## config.mk

```make
export PLATFORM = sky130hd
export DESIGN_NAME = t1_link_maintenance_regs
export DESIGN_NICKNAME = d
export VERILOG_FILES = /design/src/design/t1_maint_pkg.sv /design/src/design/t1_link_maintenance_regs.sv
export SDC_FILE = /design/constraint.sdc
export NUM_CORES = 1
export LEC_CHECK = 0
export CORE_MARGIN = 3
export CORE_UTILIZATION = 30
export CTS_CLUSTER_DIAMETER = 200
export DETAILED_ROUTE_END_ITERATION = 12
export DONT_BUFFER_PORTS = 1
export SLEW_MARGIN = 0
export SYNTH_ARGS = -nofsm -noshare
export SYNTH_HDL_FRONTEND = slang
export SYNTH_SLANG_ARGS = --single-unit
export TNS_END_PERCENT = 50
```

## constraint.sdc

```tcl
create_clock -name pclk -period 11.2 [get_ports pclk]
set_input_delay 2.8 -clock pclk [delete_from_list [all_inputs] [get_ports pclk]]
set_output_delay 2.8 -clock pclk [all_outputs]
set_load 0.005 [all_outputs]
```

## src/design/t1_maint_pkg.sv

```systemverilog
package t1_maint_pkg;

  // ==========================================================================
  // timing
  localparam int  CLK_PERIOD_NS      = 20;
  localparam real LOOP_WINDOW_MS     = 39.8;
  localparam int  LOOP_WINDOW_CYCLES = $rtoi(LOOP_WINDOW_MS * 1.0e6 / CLK_PERIOD_NS);
  localparam real REPORT_PERIOD_S    = 1.0;
  localparam int  REPORT_CYCLES      = $rtoi(REPORT_PERIOD_S * 1.0e9 / CLK_PERIOD_NS);

  // ==========================================================================
  // thresholds and counts
  localparam logic [9:0] LOSS_ERR_LIMIT = 10'h258;
  localparam logic [9:0] ERR_SAT        = 10'h3FF;
  localparam logic [6:0] GOOD_WINDOWS   = 7'h7E;
  localparam logic [6:0] GOOD_SAT       = 7'h7F;
  localparam logic [3:0] BOM_HITS_LONG  = 4'h8;
  localparam logic [3:0] BOM_SPAN_LONG  = 4'hA;
  localparam logic [3:0] BOM_HITS_SHORT = 4'h4;
  localparam logic [3:0] BOM_SPAN_SHORT = 4'h5;
  localparam logic [4:0] MSG_BITS       = 5'h10;
  localparam logic [7:0] MSG_PREAMBLE   = 8'hFF;
  localparam logic [7:0] REPORT_FLAG    = 8'h7E;
  localparam logic [5:0] TX_CODE_IDLE   = 6'h3F;

  // ==========================================================================
  // register indices (byte address is four times the index)
  localparam logic [7:0] IDX_DET_CFG    = 8'h76;
  localparam logic [7:0] IDX_LC_STATUS  = 8'h77;
  localparam logic [7:0] IDX_UP_PAT     = 8'h78;
  localparam logic [7:0] IDX_DN_PAT     = 8'h79;
  localparam logic [7:0] IDX_LC_IRQ_EN  = 8'h7A;
  localparam logic [7:0] IDX_LC_FLAGS   = 8'h7B;
  localparam logic [7:0] IDX_ES_CFG     = 8'h7C;
  localparam logic [7:0] IDX_ES_FLAGS   = 8'h7D;
  localparam logic [7:0] IDX_IDLE_PAT   = 8'h7E;
  localparam logic [7:0] IDX_REPORT_CTL = 8'h7F;
  localparam logic [7:0] IDX_TX_CODE    = 8'h80;
  localparam logic [7:0] IDX_RX_CTL     = 8'h81;
  localparam logic [7:0] IDX_RX_FLAGS   = 8'h82;
  localparam logic [7:0] IDX_RX_CODE    = 8'h83;
  localparam logic [7:0] IDX_MODE       = 8'hF0;

  // ==========================================================================
  // reset values
  localparam logic [4:0] DET_CFG_RST  = 5'h04;
  localparam logic [7:0] UP_PAT_RST   = 8'h08;
  localparam logic [7:0] DN_PAT_RST   = 8'h24;
  localparam logic [7:0] IDLE_PAT_RST = 8'hFF;
  localparam logic [5:0] TX_CODE_RST  = 6'h3F;
  localparam logic [5:0] RX_CODE_RST  = 6'h3F;
  localparam logic [1:0] MODE_RST     = 2'h1;

  // ==========================================================================
  // field positions
  localparam int DET_SKIP_FBIT = 4;
  localparam int ES_IDLE_EN    = 2;
  localparam int RX_AVC        = 5;
  localparam int RX_BOC_EN     = 4;
  localparam int MODE_ESF      = 0;
  localparam int MODE_RX_SLAVE = 1;

  // ==========================================================================
  // carriers
  typedef struct packed {
    logic       bit_valid;
    logic       bit_val;
    logic       is_fbit;
    logic       byte_valid;
    logic [7:0] byte_val;
    logic       sync_lost;
    logic       dl_valid;
    logic       dl_bit;
    logic       dl_slot;
    logic       slip_event;
    logic       slip_full;
  } link_in_t;

  typedef struct packed {
    logic       byte_valid;
    logic [7:0] byte_val;
    logic       dl_bit;
  } link_out_t;

  typedef struct packed {
    logic [4:0]      det_cfg;
    logic [7:0]      up_pat;
    logic [7:0]      dn_pat;
    logic [1:0]      present;
    logic [1:0]      lc_en;
    logic [1:0]      lc_flags;
    logic            idle_fill_en;
    logic            slip_dir;
    logic            slip_en;
    logic            slip_flag;
    logic [7:0]      idle_pat;
    logic [5:0]      report_ctl;
    logic [5:0]      tx_code;
    logic            message_validation_select;
    logic            boc_en;
    logic            boc_flag;
    logic [5:0]      rx_code;
    logic [1:0]      mode;
    logic [1:0][2:0] phase;
    logic [1:0][9:0] err;
    logic [1:0][6:0] good;
    logic [20:0]     win_cnt;
    logic [25:0]     sec_cnt;
    logic            report_pend;
    logic [15:0]     tx_sr;
    logic [4:0]      tx_cnt;
    logic [15:0]     rx_sr;
    logic [9:0][5:0] hist;
    logic [9:0]      hist_v;
    logic            out_valid;
    logic [7:0]      out_byte;
    logic [31:0]     prdata;
    logic            irq;
  } state_t;

endpackage : t1_maint_pkg

```

## src/design/t1_link_maintenance_regs.sv

```systemverilog
// Summary of operation
// - present set after over 126 good windows
// - loop-up present cleared above 600 errors
// - loop-down present cleared above 600 errors
// - loop-up pattern from bit 7 downward
// - loop-down pattern from bit 7 downward
// - loop-up change flag, write-one clears
// - loop-down change flag, write-one clears
// - loop-code interrupt gated by enable bits
// - idle fill replaces data when sync lost in RX slave mode
// - slip flag and slip direction recorded
// - slip interrupt gated by its enable
// - report built and sent once per second
// - report carries five software-written bits
// - transmit code repeated unless all ones
// - message is ones, zero, code, zero
// - select zero: eight of ten, new code
// - select one: four of five, new code
// - length select picks 5/6/7/8 valid bits
// - framing bit skipped or result discarded
// - declared code loaded, bit 5 is MSB
//
// Decided for this implementation: the APB register port.
`timescale 1ns/1ps
`default_nettype none

module t1_link_maintenance_regs #(
  parameter int WINDOW_CYCLES = t1_maint_pkg::LOOP_WINDOW_CYCLES,
  parameter int SECOND_CYCLES = t1_maint_pkg::REPORT_CYCLES
) (
  input  wire logic                   pclk,
  input  wire logic                   presetn,
  input  wire logic                   psel,
  input  wire logic                   penable,
  input  wire logic                   pwrite,
  input  wire logic [11:0]            paddr,
  input  wire logic [31:0]            pwdata,
  output logic      [31:0]            prdata,
  output logic                        pready,
  output logic                        pslverr,
  input  wire t1_maint_pkg::link_in_t link_in,
  output t1_maint_pkg::link_out_t     link_out,
  output logic                        irq
);

  // ==========================================================================
  // helpers
  function automatic logic [3:0] pattern_len(input logic [1:0] sel);
    pattern_len = {2'h0, sel} + 4'h5;
  endfunction : pattern_len

  function automatic logic [3:0] code_hits(input logic [9:0][5:0] hist, input logic [9:0] hv,
                                           input logic [5:0] code, input logic [3:0] span);
    logic [3:0] c;
    c = 4'h0;
    for (int i = 0; i < 10; i++)
    begin
      if (4'(i) < span && hv[i] && hist[i] == code)
      begin
        c = c + 4'h1;
      end
    end
    code_hits = c;
  endfunction : code_hits

  function automatic logic mapped(input logic [11:0] a);
    logic [7:0] i;
    i = a[9:2];
    mapped = a[11:10] == 2'h0 && a[1:0] == 2'h0 &&
             ((i >= t1_maint_pkg::IDX_DET_CFG && i <= t1_maint_pkg::IDX_RX_CODE) || i == t1_maint_pkg::IDX_MODE);
  endfunction : mapped

  // ==========================================================================
  // state
  t1_maint_pkg::state_t s_reg;
  t1_maint_pkg::state_t s_next;
  logic [1:0][9:0]      err_new;
  logic                 win_end;
  logic                 load_bom;
  logic                 load_report;
  logic [7:0]           rd_byte;

  logic                 esf;
  logic                 auto_on;
  logic                 wr_en;
  logic [7:0]           idx;
  logic [7:0]           wd;

  assign esf     = s_reg.mode[t1_maint_pkg::MODE_ESF];
  assign auto_on = s_reg.report_ctl[0] & esf;
  assign idx     = paddr[9:2];
  assign wd      = pwdata[7:0];
  assign wr_en   = psel & penable & pwrite & mapped(paddr);
  assign win_end = s_reg.win_cnt == 21'(WINDOW_CYCLES - 1);

  // ==========================================================================
  // read mux; reserved bits read zero
  always_comb
  begin
    unique case (idx)
      t1_maint_pkg::IDX_DET_CFG:    rd_byte = {3'h0, s_reg.det_cfg};
      t1_maint_pkg::IDX_LC_STATUS:  rd_byte = {6'h0, s_reg.present};
      t1_maint_pkg::IDX_UP_PAT:     rd_byte = s_reg.up_pat;
      t1_maint_pkg::IDX_DN_PAT:     rd_byte = s_reg.dn_pat;
      t1_maint_pkg::IDX_LC_IRQ_EN:  rd_byte = {6'h0, s_reg.lc_en};
      t1_maint_pkg::IDX_LC_FLAGS:   rd_byte = {6'h0, s_reg.lc_flags};
      t1_maint_pkg::IDX_ES_CFG:     rd_byte = {5'h0, s_reg.idle_fill_en, s_reg.slip_dir, s_reg.slip_en};
      t1_maint_pkg::IDX_ES_FLAGS:   rd_byte = {7'h0, s_reg.slip_flag};
      t1_maint_pkg::IDX_IDLE_PAT:   rd_byte = s_reg.idle_pat;
      t1_maint_pkg::IDX_REPORT_CTL: rd_byte = {2'h0, s_reg.report_ctl};
      t1_maint_pkg::IDX_TX_CODE:    rd_byte = {2'h0, s_reg.tx_code};
      t1_maint_pkg::IDX_RX_CTL:     rd_byte = {2'h0, s_reg.message_validation_select, s_reg.boc_en, 4'h0};
      t1_maint_pkg::IDX_RX_FLAGS:   rd_byte = {7'h0, s_reg.boc_flag};
      t1_maint_pkg::IDX_RX_CODE:    rd_byte = {2'h0, s_reg.rx_code};
      t1_maint_pkg::IDX_MODE:       rd_byte = {6'h0, s_reg.mode};
      default:                      rd_byte = 8'h00;
    endcase
  end

  // ==========================================================================
  // next state
  always_comb
  begin
    logic [7:0]  pat;
    logic [3:0]  len;
    logic [6:0]  good_new;
    logic [15:0] sr_new;
    logic [5:0]  code;
    pat         = 8'h00;
    len         = 4'h0;
    good_new    = 7'h00;
    sr_new      = 16'h0000;
    code        = 6'h00;
    load_bom    = 1'b0;
    load_report = 1'b0;
    err_new     = s_reg.err;
    s_next      = s_reg;

    // register writes; flags cleared first so hardware sets below win
    if (wr_en)
    begin
      unique case (idx)
        t1_maint_pkg::IDX_DET_CFG:    s_next.det_cfg = wd[4:0];
        t1_maint_pkg::IDX_UP_PAT:     s_next.up_pat = wd;
        t1_maint_pkg::IDX_DN_PAT:     s_next.dn_pat = wd;
        t1_maint_pkg::IDX_LC_IRQ_EN:  s_next.lc_en = wd[1:0];
        t1_maint_pkg::IDX_LC_FLAGS:   s_next.lc_flags = s_reg.lc_flags & ~wd[1:0];
        t1_maint_pkg::IDX_ES_CFG:
        begin
          s_next.idle_fill_en = wd[t1_maint_pkg::ES_IDLE_EN];
          s_next.slip_en      = wd[0];
        end
        t1_maint_pkg::IDX_ES_FLAGS:   s_next.slip_flag = s_reg.slip_flag & ~wd[0];
        t1_maint_pkg::IDX_IDLE_PAT:   s_next.idle_pat = wd;
        t1_maint_pkg::IDX_REPORT_CTL: s_next.report_ctl = wd[5:0];
        t1_maint_pkg::IDX_TX_CODE:    s_next.tx_code = wd[5:0];
        t1_maint_pkg::IDX_RX_CTL:
        begin
          s_next.message_validation_select    = wd[t1_maint_pkg::RX_AVC];
          s_next.boc_en = wd[t1_maint_pkg::RX_BOC_EN];
        end
        t1_maint_pkg::IDX_RX_FLAGS:   s_next.boc_flag = s_reg.boc_flag & ~wd[0];
        t1_maint_pkg::IDX_MODE:       s_next.mode = wd[1:0];
        default:                      s_next.mode = s_reg.mode;
      endcase
    end

    // read data captured in the setup cycle, answered in the access cycle
    if (psel && !penable)
    begin
      s_next.prdata = mapped(paddr) ? {24'h000000, rd_byte} : 32'h00000000;
    end

    // loop-code detectors: index 1 loop-up, index 0 loop-down
    s_next.win_cnt = win_end ? 21'h000000 : s_reg.win_cnt + 21'h000001;
    for (int d = 0; d < 2; d++)
    begin
      pat = (d == 1) ? s_reg.up_pat : s_reg.dn_pat;
      len = pattern_len((d == 1) ? s_reg.det_cfg[1:0] : s_reg.det_cfg[3:2]);
      if (link_in.bit_valid && !(link_in.is_fbit && s_reg.det_cfg[t1_maint_pkg::DET_SKIP_FBIT]))
      begin
        // first received code bit meets bit 7; a framing bit only advances the phase
        if (!link_in.is_fbit && link_in.bit_val != pat[3'h7 - s_reg.phase[d]] &&
            s_reg.err[d] != t1_maint_pkg::ERR_SAT)
        begin
          err_new[d] = s_reg.err[d] + 10'h001;
        end
        s_next.phase[d] = ({1'b0, s_reg.phase[d]} == len - 4'h1) ? 3'h0 : s_reg.phase[d] + 3'h1;
      end
      s_next.err[d] = err_new[d];
      if (win_end)
      begin
        s_next.err[d] = 10'h000;
        good_new = (s_reg.good[d] == t1_maint_pkg::GOOD_SAT) ? s_reg.good[d] : s_reg.good[d] + 7'h01;
        if (err_new[d] > t1_maint_pkg::LOSS_ERR_LIMIT)
        begin
          s_next.present[d] = 1'b0;
          s_next.good[d]    = 7'h00;
          // hunt: slip the compare phase by one so an unaligned code is found
          s_next.phase[d] = ({1'b0, s_next.phase[d]} >= len - 4'h1) ? 3'h0 : s_next.phase[d] + 3'h1;
        end
        else if (err_new[d] < t1_maint_pkg::LOSS_ERR_LIMIT)
        begin
          s_next.good[d] = good_new;
          if (good_new > t1_maint_pkg::GOOD_WINDOWS)
          begin
            s_next.present[d] = 1'b1;
          end
        end
        else
        begin
          s_next.good[d] = 7'h00;
        end
      end
      if (s_next.present[d] != s_reg.present[d])
      begin
        s_next.lc_flags[d] = 1'b1;
      end
    end

    // elastic store events and idle fill
    if (link_in.slip_event)
    begin
      s_next.slip_flag = 1'b1;
      s_next.slip_dir  = link_in.slip_full;
    end
    s_next.out_valid = link_in.byte_valid;
    if (link_in.byte_valid)
    begin
      s_next.out_byte = (s_reg.mode[t1_maint_pkg::MODE_RX_SLAVE] && link_in.sync_lost && s_reg.idle_fill_en) ?
                        s_reg.idle_pat : link_in.byte_val;
    end

    // data-link transmitter: report has priority over the repeated message
    if (s_reg.sec_cnt == 26'(SECOND_CYCLES - 1))
    begin
      s_next.sec_cnt     = 26'h0000000;
      s_next.report_pend = auto_on;
    end
    else
    begin
      s_next.sec_cnt = s_reg.sec_cnt + 26'h0000001;
    end
    if (!auto_on)
    begin
      s_next.report_pend = 1'b0;
    end
    if (link_in.dl_slot && s_reg.tx_cnt != 5'h00)
    begin
      s_next.tx_sr  = {s_reg.tx_sr[14:0], 1'b1};
      s_next.tx_cnt = s_reg.tx_cnt - 5'h01;
    end
    if (s_reg.tx_cnt == 5'h00)
    begin
      if (s_reg.report_pend && auto_on)
      begin
        load_report        = 1'b1;
        s_next.report_pend = 1'b0;
        s_next.tx_sr       = {t1_maint_pkg::REPORT_FLAG, 3'h0, s_reg.report_ctl[5:1]};
        s_next.tx_cnt      = t1_maint_pkg::MSG_BITS;
      end
      else if (esf && s_reg.tx_code != t1_maint_pkg::TX_CODE_IDLE)
      begin
        load_bom      = 1'b1;
        s_next.tx_sr  = {t1_maint_pkg::MSG_PREAMBLE, 1'b0, s_reg.tx_code[0], s_reg.tx_code[1], s_reg.tx_code[2],
                         s_reg.tx_code[3], s_reg.tx_code[4], s_reg.tx_code[5], 1'b0};
        s_next.tx_cnt = t1_maint_pkg::MSG_BITS;
      end
    end

    // data-link receiver
    if (link_in.dl_valid && esf)
    begin
      sr_new       = {s_reg.rx_sr[14:0], link_in.dl_bit};
      s_next.rx_sr = sr_new;
      if (sr_new[15:8] == t1_maint_pkg::MSG_PREAMBLE && !sr_new[7] && !sr_new[0])
      begin
        code          = {sr_new[1], sr_new[2], sr_new[3], sr_new[4], sr_new[5], sr_new[6]};
        s_next.hist   = {s_reg.hist[8:0], code};
        s_next.hist_v = {s_reg.hist_v[8:0], 1'b1};
        if (code != s_reg.rx_code &&
            (s_reg.message_validation_select ? code_hits(s_next.hist, s_next.hist_v, code, t1_maint_pkg::BOM_SPAN_SHORT)
                         >= t1_maint_pkg::BOM_HITS_SHORT
                       : code_hits(s_next.hist, s_next.hist_v, code, t1_maint_pkg::BOM_SPAN_LONG)
                         >= t1_maint_pkg::BOM_HITS_LONG))
        begin
          s_next.rx_code  = code;
          s_next.boc_flag = 1'b1;
        end
      end
    end

    s_next.irq = |(s_next.lc_flags & s_next.lc_en) | (s_next.slip_flag & s_next.slip_en) |
                 (s_next.boc_flag & s_next.boc_en);
  end

  always_ff @(posedge pclk or negedge presetn)
  begin
    if (!presetn)
    begin
      s_reg          <= '0;
      s_reg.det_cfg  <= t1_maint_pkg::DET_CFG_RST;
      s_reg.up_pat   <= t1_maint_pkg::UP_PAT_RST;
      s_reg.dn_pat   <= t1_maint_pkg::DN_PAT_RST;
      s_reg.idle_pat <= t1_maint_pkg::IDLE_PAT_RST;
      s_reg.tx_code  <= t1_maint_pkg::TX_CODE_RST;
      s_reg.rx_code  <= t1_maint_pkg::RX_CODE_RST;
      s_reg.mode     <= t1_maint_pkg::MODE_RST;
      s_reg.tx_sr    <= 16'hFFFF;
    end
    else
    begin
      s_reg <= s_next;
    end
  end

  // ==========================================================================
  // outputs; zero wait states, so the answer stands in the access cycle
  assign pready              = 1'b1;
  assign pslverr             = psel & penable & ~mapped(paddr);
  assign prdata              = s_reg.prdata;
  assign irq                 = s_reg.irq;
  assign link_out.byte_valid = s_reg.out_valid;
  assign link_out.byte_val   = s_reg.out_byte;
  assign link_out.dl_bit     = s_reg.tx_sr[15];

  // ==========================================================================
  // checks
  a_up_present_rise: assert property (@(posedge pclk) disable iff (!presetn)
    $rose(s_reg.present[1]) |-> $past(s_reg.good[1]) == t1_maint_pkg::GOOD_WINDOWS)
    else $error("loop-up present rose too early");

  a_up_loss_clear: assert property (@(posedge pclk) disable iff (!presetn)
    win_end && err_new[1] > t1_maint_pkg::LOSS_ERR_LIMIT |=> !s_reg.present[1] && s_reg.good[1] == 7'h00)
    else $error("loop-up present not cleared on loss");

  a_down_loss_clear: assert property (@(posedge pclk) disable iff (!presetn)
    win_end && err_new[0] > t1_maint_pkg::LOSS_ERR_LIMIT |=> !s_reg.present[0])
    else $error("loop-down present not cleared on loss");

  a_up_change_flag: assert property (@(posedge pclk) disable iff (!presetn)
    $changed(s_reg.present[1]) |-> s_reg.lc_flags[1])
    else $error("loop-up change flag missed");

  a_down_change_flag: assert property (@(posedge pclk) disable iff (!presetn)
    $changed(s_reg.present[0]) |-> s_reg.lc_flags[0])
    else $error("loop-down change flag missed");

  a_irq_gated: assert property (@(posedge pclk) disable iff (!presetn)
    irq |-> (s_reg.lc_flags[1] && s_reg.lc_en[1]) || (s_reg.lc_flags[0] && s_reg.lc_en[0]) ||
            (s_reg.slip_flag && s_reg.slip_en) || (s_reg.boc_flag && s_reg.boc_en))
    else $error("interrupt without an enabled flag");

  a_idle_fill_data: assert property (@(posedge pclk) disable iff (!presetn)
    link_in.byte_valid && s_reg.mode[t1_maint_pkg::MODE_RX_SLAVE] && link_in.sync_lost && s_reg.idle_fill_en
    |=> link_out.byte_valid && link_out.byte_val == $past(s_reg.idle_pat))
    else $error("idle fill not applied");

  a_slip_capture: assert property (@(posedge pclk) disable iff (!presetn)
    link_in.slip_event |=> s_reg.slip_flag && s_reg.slip_dir == $past(link_in.slip_full))
    else $error("slip event not recorded");

  a_slip_irq: assert property (@(posedge pclk) disable iff (!presetn)
    s_reg.slip_flag && s_reg.slip_en |-> irq)
    else $error("slip interrupt missing");

  a_report_off: assert property (@(posedge pclk) disable iff (!presetn)
    !auto_on |-> !load_report ##1 !load_report)
    else $error("report sent while disabled");

  a_idle_code_quiet: assert property (@(posedge pclk) disable iff (!presetn)
    s_reg.tx_code == t1_maint_pkg::TX_CODE_IDLE |-> !load_bom)
    else $error("message sent for all-ones code");

  a_bom_frame: assert property (@(posedge pclk) disable iff (!presetn)
    load_bom |=> s_reg.tx_sr[15:7] == 9'h1FE && !s_reg.tx_sr[0] && s_reg.tx_sr[6] == $past(s_reg.tx_code[0])
                 && s_reg.tx_cnt == t1_maint_pkg::MSG_BITS)
    else $error("bit message framing wrong");

endmodule : t1_link_maintenance_regs

`default_nettype wire

```

# Word level (Yosys, flattened, before mapping)
# Index checks and enable logic that the tools add are counted.
# classes
addsub	26
multipliers	0
div_mod_pow	0
order_cmp	14
n_eq_ne	39
shift	0
n_mux	94
n_bitwise	16
n_reduce_logical	50
# op_table
op	n
$pmux W8 S15	1
$mux W4	29
$mux W21	4
$eq A8 B7 Y1 const B	10
$mux W7	9
$mux W10	6
$eq A6 B6 Y1	9
$eq A8 B8 Y1 const B	6
$add A4 B1 Y4 const B	9
$mux W3	10
$logic_and A1 B1 Y1	28
$add A26 B1 Y26 const B	1
$eq A26 B26 Y1 const B	1
$mux W26	1
$mux W25	1
$mux W8	3
$mux W22	1
$add A21 B1 Y21 const B	1
$eq A21 B21 Y1 const B	1
$mux W1	21
$add A10 B1 Y10 const B	2
$gt A10 B10 Y1 const B	2
$lt A10 B10 Y1 const B	2
$ne A10 B10 Y1 const B	2
other kinds (35)	79
# totals
regBits	291
latchBits	0
ram_bits	0
romBits	0
word_cells	283
mem_count	0

# Depth between registers and ports, before layout
# Gate-level depths: netlist of run 1.
# logic_depth
word_depth	49
ltp_mapped	25
mapped_depth_nobuf	23

# Worst setup path before layout of run 1
# No wires, ideal clock.
# synth_timing
path_kind	input to output
startpoint	input paddr[5]
endpoint	output pslverr
t_arrival_ns	4.013
required_ns	8.400
slack_ns	4.387
path_stages	5
path_buffers	1
cell_sequence	or3b_1 > or4_1 > clkbuf_1 > a21oi_1 > nor2_1
# synth_via
elab_chain_cells	6
word_cells_on_any_way	8
cone_classes	order compare (2); eq/ne (1); bitwise (2); reduce/logical (3)
# synth_lines
item	line	text
start, declared	t1_link_maintenance_regs.sv:36	input wire logic [11:0] paddr,
$ge A8 B7 Y1 or $le A8 B8 Y1 (tied branches)	t1_link_maintenance_regs.sv:70	((i >= t1_maint_pkg::IDX_DET_CFG && i <= t1_maint_pkg::IDX_RX_CODE) || i == t1_maint_pkg::IDX_MODE);
$logic_and A1 B1 Y1	t1_link_maintenance_regs.sv:70	
$logic_or A1 B1 Y1 *	t1_link_maintenance_regs.sv:70	
$logic_and A1 B1 Y1 *	t1_link_maintenance_regs.sv:69	mapped = a[11:10] == 2'h0 && a[1:0] == 2'h0 &&
$not A1 Y1 *	t1_link_maintenance_regs.sv:320	assign pslverr = psel & penable & ~mapped(paddr);
$and A1 B1 Y1 *	t1_link_maintenance_regs.sv:320	
end, declared	t1_link_maintenance_regs.sv:40	output logic pslverr,
# Mark *: on every way between the ends. The rest lies on a longest branch, timed or not.

# Worst setup path in the final report of run 1
# Ends and elaborated chain as after synthesis.

==> results of run 1 <==
-- area by class of cell --
class / instances / area (um2) / area share
multi-input cells: 1036 / 7240 / 0.456
flip-flops and latches: 267 / 6730 / 0.424
clock buffers: 45 / 857 / 0.0540
well taps: 615 / 769 / 0.0485
clock inverters: 11 / 146 / 0.00923
inverters: 22 / 82.6 / 0.00520
repair buffers: 5 / 37.5 / 0.00237
-- synth_stat cells, types with 17 or more instances --
cell type  count
a21oi_1       57
and3_1        17
buf_4         43
clkbuf_1      33
dfrtp_1      226
dfstp_2       41
ha_1          24
inv_1         22
mux2_2       130
mux2i_1       29
nand2_1      141
nand3_1       56
nand4_1       29
nor2_1       117
nor3_1        21
o21ai_0       63
xnor2_1       69
xor2_1        63
-- through the flow --
step | instances | utilization | setup WS [ns] | hold slack, ns | power (uW)
final | 2001 | 0.332 | 4.23 | 0.463 | 2330
after global routing | 2001 | 0.332 | 4.17 | 0.475 | 2450
after CTS | 2001 | 0.332 | 4.23 | 0.459 | 2360
after detailed placement | 1945 | 0.311 | 4.24 | 0.451 | 1360
after global placement | 1945 | 0.311 | 4.24 | 0.436 | 1350
after floorplan | 1423 | - | 4.39 | 0.424 | 1320
-- report_power, final --
| part | internal [uW] | switching, uW | total, uW | leakage (uW) |
|---|---|---|---|---|
| Clock | 596 | 390 | 986 | 0.000488 |
| Combinational | 104 | 120 | 225 | 0.00302 |
| Sequential | 1040 | 73.9 | 1120 | 0.00342 |
| Total | 1740 | 584 | 2330 | 0.00693 |
-- final timing paths --
check | cells past startpoint | startpoint | endpoint
min reg2reg | 1 | s_reg[176] | s_reg[176]
max | 4 | paddr[5] | pslverr
min in group asynchronous | 0 | presetn | s_reg[50]
max reg2reg | 20 | s_reg[115] | s_reg[240]
min | 1 | s_reg[176] | s_reg[176]
max in group asynchronous | 0 | presetn | prdata[0]
-- cell usage in the layout, fill, tap and decap left out, types with 9 or more instances in the layout --
cell type / Yosys / routed
dfrtp_1: 226 / 226
nand2_1: 141 / 141
mux2_2: 130 / 130
nor2_1: 117 / 117
xnor2_1: 69 / 69
o21ai_0: 63 / 63
xor2_1: 63 / 63
a21oi_1: 57 / 57
nand3_1: 56 / 56
dfstp_2: 41 / 41
clkbuf_16: 0 / 30
nand4_1: 29 / 29
mux2i_1: 29 / 29
conb_1: 2 / 25
ha_1: 24 / 24
inv_1: 22 / 22
nor3_1: 21 / 21
and3_1: 17 / 17
nor4_1: 14 / 12
nand2b_1: 11 / 11
nor2b_1: 10 / 10
or3_1: 10 / 10
clkbuf_1: 33 / 10
and2_1: 9 / 9
a31oi_1: 9 / 9
a221oi_1: 9 / 9
-- layer usage --
layer / vias to the layer above / GRT usage / part of all wire
met3: 52 / 0.0161 / 0.044
met2: 187 / 0.200 / 0.47
met5: - / 0 / 0
met1: 4911 / 0.158 / 0.46
met4: 0 / 0.0373 / 0.026
li1: 4819 / - / -
-- logic make-up after synthesis --
group / after synthesis / share of synthesized area
mux: 171 / 0.136
xor+xnor: 134 / 0.0828
buf+inv: 120 / 0.0453
simple gates: 477 / 0.161
other cells: 2 / 0.000517
compound gates: 204 / 0.0894
flops: 267 / 0.463
fa+ha+maj: 25 / 0.0220
==> summary.md, run 1 <==
| Metric | Value |
|---|---|
| Initial Utilization | `0.304` |
| Crit. End Element | `primary output` |
| Max Fclk | `0.143 GHz` |
| Fin nets | `between 1k and 1.5k` |
| WP buf/inv | `0` |
| CTS tree | `built` |
| Critical Path Source Type | `input pin` |
| GPL Wtd Cong | `between 0.8 and 0.9` |
| # IOs | `112` |
| WL per Instance | `15.3 um` |
| Distinct cells, synth | `80` |
| Synth Warn # | `0` |
| Largest net degree at the start of global routing | `268` |
| CTS resizes | `0` |
| Asr flop ratio synth | `1.00` |
| CTS Sinks | `267` |
| P per Cell Area | `about 150 nW/um2` |
| R2R Setup Slk | `around 5.2 ns` |
| CP Class | `in2out` |
| Share of the synthesized area in the top cell type | `0.389` |
| Vias in the first global route | `between 9k and 10k` |
| Overflow after GRT | `0` |
| Mean Syn Cell Area | `around 10 um2` |
| Post-route DRC | `0` |
| Pre-Repair DR Iteration Count | `5` |
| Crit path max-delay family | `simple AND/OR/NAND/NOR gates` |
| Routed via count | `roughly 10k` |
| # Post-CTS Setup Buffers | `0` |
| Chip width | `roughly 230 um` |
| Layout cells sized above 1 | `0.188` |
| RSZ-0062 raised after global routing | `no` |
| Final setup vio count | `0` |
| Worst path slowest cell | `or4_1` |
| Port bufs | `0` |
| Num CTS Buffers | `30` |
| Count of pins over their slew limit | `0` |
| Core area | `between 40000 and 50000 um2` |
| Seq/Total Area, Yosys | `0.463` |
| Clock transition at path regs | `around 0.060 ns` |
| Period utilization | `0.622` |
| First DRT Iteration DRCs | `about 500` |
| Final wirelength | `approximately 31000 um` |
| CP max stage delay | `0.58 ns` |
| ANT nets after route | `0` |
| Peak VDD IR | `around 130 uV` |
| Final Hold Fails | `0` |
| HP Class | `reg2reg` |
| Crit path required time | `about 8.4 ns` |
| Total track usage | `0.119` |
| Maxcap violations | `0` |
| Root Buffer | `clkbuf_16` |
| Cell Area, Placed | `14900 um2` |
| # fillers | `4805` |
| ANT cells | `0` |
| Area contributors post-synth | `dfrtp_1 (39%), mux2_2 (10%), dfstp_2 (7.4%)` |
| First-pass GRT wire length | `roughly 51000 um` |
| Die height | `approximately 230 um` |
| Final Critical Period | `6.97 ns` |
| Worst Path Max Fanout | `7` |
| Post-Synthesis Cells | `1400` |
| Antenna violations before repair | `0` |
| Worst path cell trace | `or3b_1, or4_1, a21oi_1, nor2_1` |
| Top_reg_cell synth | `dfrtp_1` |
| Setup TNS Final | `0 ns` |
| H-tree lvl count | `1` |
| Row count | `80` |
| Max FFs per register | `247` |
| Post-synth EDFFs | `0` |
| Die area | `between 50000 and 60000 um2` |
| Worst-Margin Slew | `between 0.8 and 0.9 ns` |
| P&R area growth vs syn | `9.18%` |
| Cell area after synthesis | `between 10000 and 15000 um2` |
| Final Cell Area | `15900 um2` |
| Synth area leader | `dfrtp_1` |
| CTS Hold Bufs | `0` |
| P_leak | `just under 0.007 uW` |
| Vias per cell | `around 5.0` |
| Status | `complete, no violations` |
| CP arrival | `roughly 4.2 ns` |
| CTS Buffer Depth | `3` |
| Number of synthesized register bits | `about 270` |
| Worst-skew pair later-pin latency | `about 0.57 ns` |
| Slew HR | `0.402` |
| Post-DP HPWL | `about 21000 um` |
| Fin Clk Skew | `~0.023 ns` |
(Power assumes the default switching activity.)
==> run 2, diff against run 1 <==
==> constraint.sdc (replaced) <==
create_clock -name pclk -period 6.55 [get_ports pclk]
set_input_delay 1.6375 -clock pclk [delete_from_list [all_inputs] [get_ports pclk]]
set_output_delay 1.6375 -clock pclk [all_outputs]
set_load 0.005 [all_outputs]
==> summary.md, run 2 (synthesis results as in run 1) <==
| Metric | Value |
|---|---|
| Status | `complete, no violations` |
| Worst path cell trace | `xnor2_1, nand4_1, nor3_1, fa_1, xnor2_1, ha_1, nor2b_1, a21oi_1, ha_1, mux2_2, ha_1, mux2_2, ha_1, xnor2_1, xnor2_1, nand3_1, o22ai_1, mux2i_2, nand2_4, mux2_4` |
| Critical Path Source Type | `register` |
| CTS Buffer Depth | `3` |
| Layout cells sized above 1 | `0.193` |
| Port bufs | `0` |
| Overflow after GRT | `0` |
| P&R area growth vs syn | `9.30%` |
| WL per Instance | `roughly 15 um` |
| H-tree lvl count | `1` |
| Post-route DRC | `0` |
| Row count | `80` |
| Most frequent cells in the layout | `dfrtp_1 (226), nand2_1 (141), mux2_2 (130)` |
| CP max stage delay | `between 0.5 and 0.6 ns` |
| Worst Path Max Fanout | `8` |
| Setup TNS Final | `0 ns` |
| Final setup vio count | `0` |
| CTS Sinks | `roughly 270` |
| Period utilization | `0.852` |
| First DRT Iteration DRCs | `~600` |
| Crit. End Element | `register` |
| Worst slack, placed | `0.994 ns` |
| Total track usage | `0.120` |
| Final wirelength | `around 31000 um` |
| Final Critical Period | `approximately 5.6 ns` |
| P per Cell Area | `248 nW/um2` |
| Fin nets | `1460` |
| Maxcap violations | `0` |
| First-pass GRT wire length | `between 50000 and 60000 um` |
| Die height | `226 um` |
| # Post-CTS Setup Buffers | `0` |
| ANT cells | `0` |
| Vias per cell | `5.01` |
| WP buf/inv | `0` |
| Peak VDD IR | `between 150 and 200 uV` |
| HP Class | `reg2reg` |
| Max FFs per register | `~250` |
| Antenna violations before repair | `0` |
| Crit path required time | `7.02 ns` |
| Fin Clk Skew | `0.0192 ns` |
| Num CTS Buffers | `29` |
| CP Class | `reg2reg` |
| Crit path max-delay family | `adder cells` |
| P_leak | `between 0.006 and 0.007 uW` |
| Design Power | `a little under 4000 uW` |
| Initial Utilization | `0.304` |
| Core area | `47800 um2` |
| GPL Wtd Cong | `~0.81` |
| CP arrival | `about 6.1 ns` |
| Routed via count | `10.1k` |
| Slew HR | `0.382` |
| Worst-skew pair later-pin latency | `roughly 0.56 ns` |
| Count of pins over their slew limit | `0` |
| Max Fclk | `0.179 GHz` |
| ANT nets after route | `0` |
| Met3 usage | `0.0177` |
| Chip width | `~230 um` |
| CTS tree | `built` |
| CTS Hold Bufs | `0` |
| # IOs | `112` |
| Commonest non-fill, non-tap cell in the layout | `dfrtp_1` |
| Die area | `a little over 50000 um2` |
| Grt met1 use | `0.158` |
| Root Buffer | `clkbuf_16` |
| Final Hold Fails | `0` |
| Vias in the first global route | `~9.9k` |
| RSZ-0062 raised after global routing | `no` |
| Final worst setup slack | `about 0.97 ns` |
| Gr busiest metal | `met2` |
| Worst path slowest cell | `fa_1` |
| Post-DP HPWL | `about 21000 um` |
| Clock transition at path regs | `about 0.060 ns` |
| Pre-Repair DR Iteration Count | `5` |
| CTS resizes | `0` |
| Worst-Margin Slew | `between 0.9 and 1 ns` |
| Largest net degree at the start of global routing | `268` |
| Met2 capacity usage during global routing | `0.206` |
[run 2: where the power goes]
group	total, uW	internal [uW]	switching (uW)
logic	380	177	202
clock network	1650	971	674
registers	1910	1780	125
total	3930	2930	1000
[run 2: routing by layer]
metal,routed length [um],share of wire,vias to the layer above
met3,1580,0.051,51
met5,0,0,-
met2,14600,0.47,227
met4,740,0.024,0
li1,-,-,4820
met1,14100,0.45,4958
[run 2: path summary, 6_finish.rpt]
kind	from	slack, ns	depth (start not counted)	endpoint
setup / recovery	s_reg[115]	0.97	20	s_reg[240]
hold reg to reg	s_reg[176]	0.45	1	s_reg[176]
setup reg to reg	s_reg[115]	0.97	20	s_reg[240]
max in group asynchronous	presetn	5.10	0	s_reg[131]
hold / removal	s_reg[176]	0.45	1	s_reg[176]
min in group asynchronous	presetn	0.79	0	s_reg[100]
[run 2: final cells by class]
cell class	instances	area (um2)
fill	4812	32000
tap	615	769
clock buffer	47	893
clock inverter	7	75.1
sequential	267	6730
inverter	22	82.6
multi-input combinational	1036	7240
timing repair buffer	12	90.1
[run 2: metrics by stage]
stage                     instances  utilization  hold WS [ns]  cell area [um2]
after floorplan                1423            -         0.424            14600
after global routing           2006        0.332         0.485            15900
final                          2006        0.332         0.449            15900
after detailed placement       1952        0.312         0.444            14900
after CTS                      2006        0.332         0.451            15900
after global placement         1952        0.312         0.439            14900
==> run 3, diff against run 2 <==
--- a/config.mk
+++ b/config.mk
@@ -6,10 +6,11 @@
 export NUM_CORES = 1
 export LEC_CHECK = 0
 export CORE_MARGIN = 3
-export CORE_UTILIZATION = 30
+export CORE_UTILIZATION = 45
 export CTS_CLUSTER_DIAMETER = 200
 export DETAILED_ROUTE_END_ITERATION = 12
 export DONT_BUFFER_PORTS = 1
+export REMOVE_ABC_BUFFERS = 1
 export SLEW_MARGIN = 0
 export SYNTH_ARGS = -nofsm -noshare
 export SYNTH_HDL_FRONTEND = slang
==> summary.md, run 3 (synthesis results as in run 1) <==
| Metric | Value |
|---|---|
| Worst-Margin Slew | `0.976 ns` |
| Post-DP HPWL | `20700 um` |
| Gr busiest metal | `met2` |
| Layout Utilization | `0.492` |
| Count of pins over their slew limit | `0` |
| CTS Sinks | `~270` |
| CTS Hold Bufs | `0` |
| CP arrival | `6.28 ns` |
| Root Buffer | `clkbuf_16` |
| Final Hold Fails | `0` |
| Final cell count without fillers | `1790` |
| Period utilization | `0.886` |
| WL per Instance | `16.8 um` |
| Setup TNS Final | `0 ns` |
| Met2 capacity usage during global routing | `0.288` |
| CTS resizes | `0` |
| RSZ-0062 raised after global routing | `no` |
| P per Cell Area | `approximately 250 nW/um2` |
| Initial Utilization | `0.458` |
| Row count | `65` |
| Worst-skew pair later-pin latency | `roughly 0.56 ns` |
| H-tree lvl count | `1` |
| Worst Path Max Fanout | `14` |
| Max Fclk | `~0.17 GHz` |
| Fin Clk Skew | `between 0.01 and 0.015 ns` |
| Clock transition at path regs | `roughly 0.06 ns` |
| CTS Buffer Depth | `3` |
| Slew HR | `0.346` |
| Most frequent cells in the layout | `dfrtp_1 (226), nand2_1 (141), mux2_2 (130)` |
| Worst path cell trace | `xnor2_1, nand2_1, nor3_1, fa_1, xnor2_1, ha_1, nor2b_1, a21oi_1, ha_1, mux2_2, ha_1, mux2_2, ha_1, xnor2_1, xnor2_1, nand3_1, o22ai_1, mux2i_2, nand2_4, mux2_4` |
| Port bufs | `0` |
| Vias in the first global route | `a little under 10k` |
| Routed via count | `9867` |
| # Post-CTS Setup Buffers | `0` |
| Status | `complete, no violations` |
| Core area | `31700 um2` |
| Largest net degree at the start of global routing | `268` |
| Die height | `about 190 um` |
| Final Cell Area | `approximately 16000 um2` |
| # IOs | `between 100 and 150` |
| ANT cells | `0` |
| Dpl cells | `roughly 1.7k` |
| GPL Wtd Cong | `0.820` |
| Commonest non-fill, non-tap cell in the layout | `dfrtp_1` |
| First-pass GRT wire length | `approximately 50000 um` |
| Peak VDD IR | `205 uV` |
| CP Class | `reg2reg` |
| Worst path slowest cell | `dfrtp_1` |
| P_leak | `0.00695 uW` |
| Final wirelength | `around 30000 um` |
| WP buf/inv | `0` |
| Total track usage | `0.175` |
| First DRT Iteration DRCs | `538` |
| Cell Area, Placed | `about 15000 um2` |
| Post-route DRC | `0` |
| Overflow after GRT | `0` |
| Critical Path Source Type | `register` |
| Met3 usage | `0.0297` |
| Die area | `34500 um2` |
| Chip width | `approximately 190 um` |
| CTS tree | `built` |
| Vias per cell | `between 5 and 6` |
| Grt met1 use | `0.246` |
| Crit path max-delay family | `adder cells` |
| ANT nets after route | `0` |
| Pre-Repair DR Iteration Count | `5` |
| P&R area growth vs syn | `7.33%` |
| Maxcap violations | `0` |
| Final setup vio count | `0` |
| Num CTS Buffers | `30` |
| Layout cells sized above 1 | `0.192` |
| Max FFs per register | `247` |
| Crit path required time | `7.03 ns` |
| CP max stage delay | `between 0.8 and 0.9 ns` |
| Final Critical Period | `about 5.8 ns` |
| Crit. End Element | `register` |
| Antenna violations before repair | `0` |
| Fin nets | `approximately 1.5k` |
| HP Class | `reg2reg` |
[run 3: power breakdown]
| part | internal, uW | switching, uW |
|---|---|---|
| logic | 177 | 201 |
| registers | 1780 | 126 |
| clock network | 974 | 663 |
[run 3: worst reg2reg max path: stages (launching register included)]
cell     delay, ns
dfrtp_1       0.82
xnor2_1       0.20
nand2_1       0.07
nor3_1        0.48
fa_1          0.52
xnor2_1       0.36
ha_1          0.30
nor2b_1       0.10
a21oi_1       0.07
ha_1          0.30
mux2_2        0.30
ha_1          0.30
mux2_2        0.27
ha_1          0.18
xnor2_1       0.22
xnor2_1       0.15
nand3_1       0.09
o22ai_1       0.23
mux2i_2       0.29
nand2_4       0.14
mux2_4        0.32
[run 3: cell type report]
type,instances,area [um2]
Clock buffer,41,842
Timing Repair Buffer,9,67.6
Tap cell,402,503
Fill cell,2891,16100
Sequential cell,267,6730
Clock inverter,13,130
Multi-Input combinational cell,1036,7240
Inverter,22,82.6
[run 3: final timing paths]
| check | startpoint | end | slack, ns | depth (start not counted) |
|---|---|---|---|---|
| setup / recovery | s_reg[114] | s_reg[242] | 0.75 | 20 |
| hold / removal | s_reg[176] | s_reg[176] | 0.46 | 1 |
| setup reg to reg | s_reg[114] | s_reg[242] | 0.75 | 20 |
| hold reg to reg | s_reg[176] | s_reg[176] | 0.46 | 1 |
| max in group asynchronous | presetn | s_reg[288] | 5.23 | 0 |
| min in group asynchronous | presetn | s_reg[226] | 0.78 | 0 |
[run 3: per-layer routing]
| metal | vias up | routed length, um |
|---|---|---|
| li1 | 4825 | - |
| met1 | 4836 | 14100 |
| met2 | 168 | 14100 |
| met3 | 38 | 1230 |
| met4 | 0 | 560 |
| met5 | - | 0 |
[run 3: through the flow]
step	total power, uW	hold WS [ns]	worst slack (ns)
after floorplan	2220	0.424	-2.80
after global placement	2300	0.442	0.831
after detailed placement	2320	0.454	0.755
after CTS	3980	0.463	0.735
after global routing	4130	0.482	0.322
final	3920	0.457	0.749
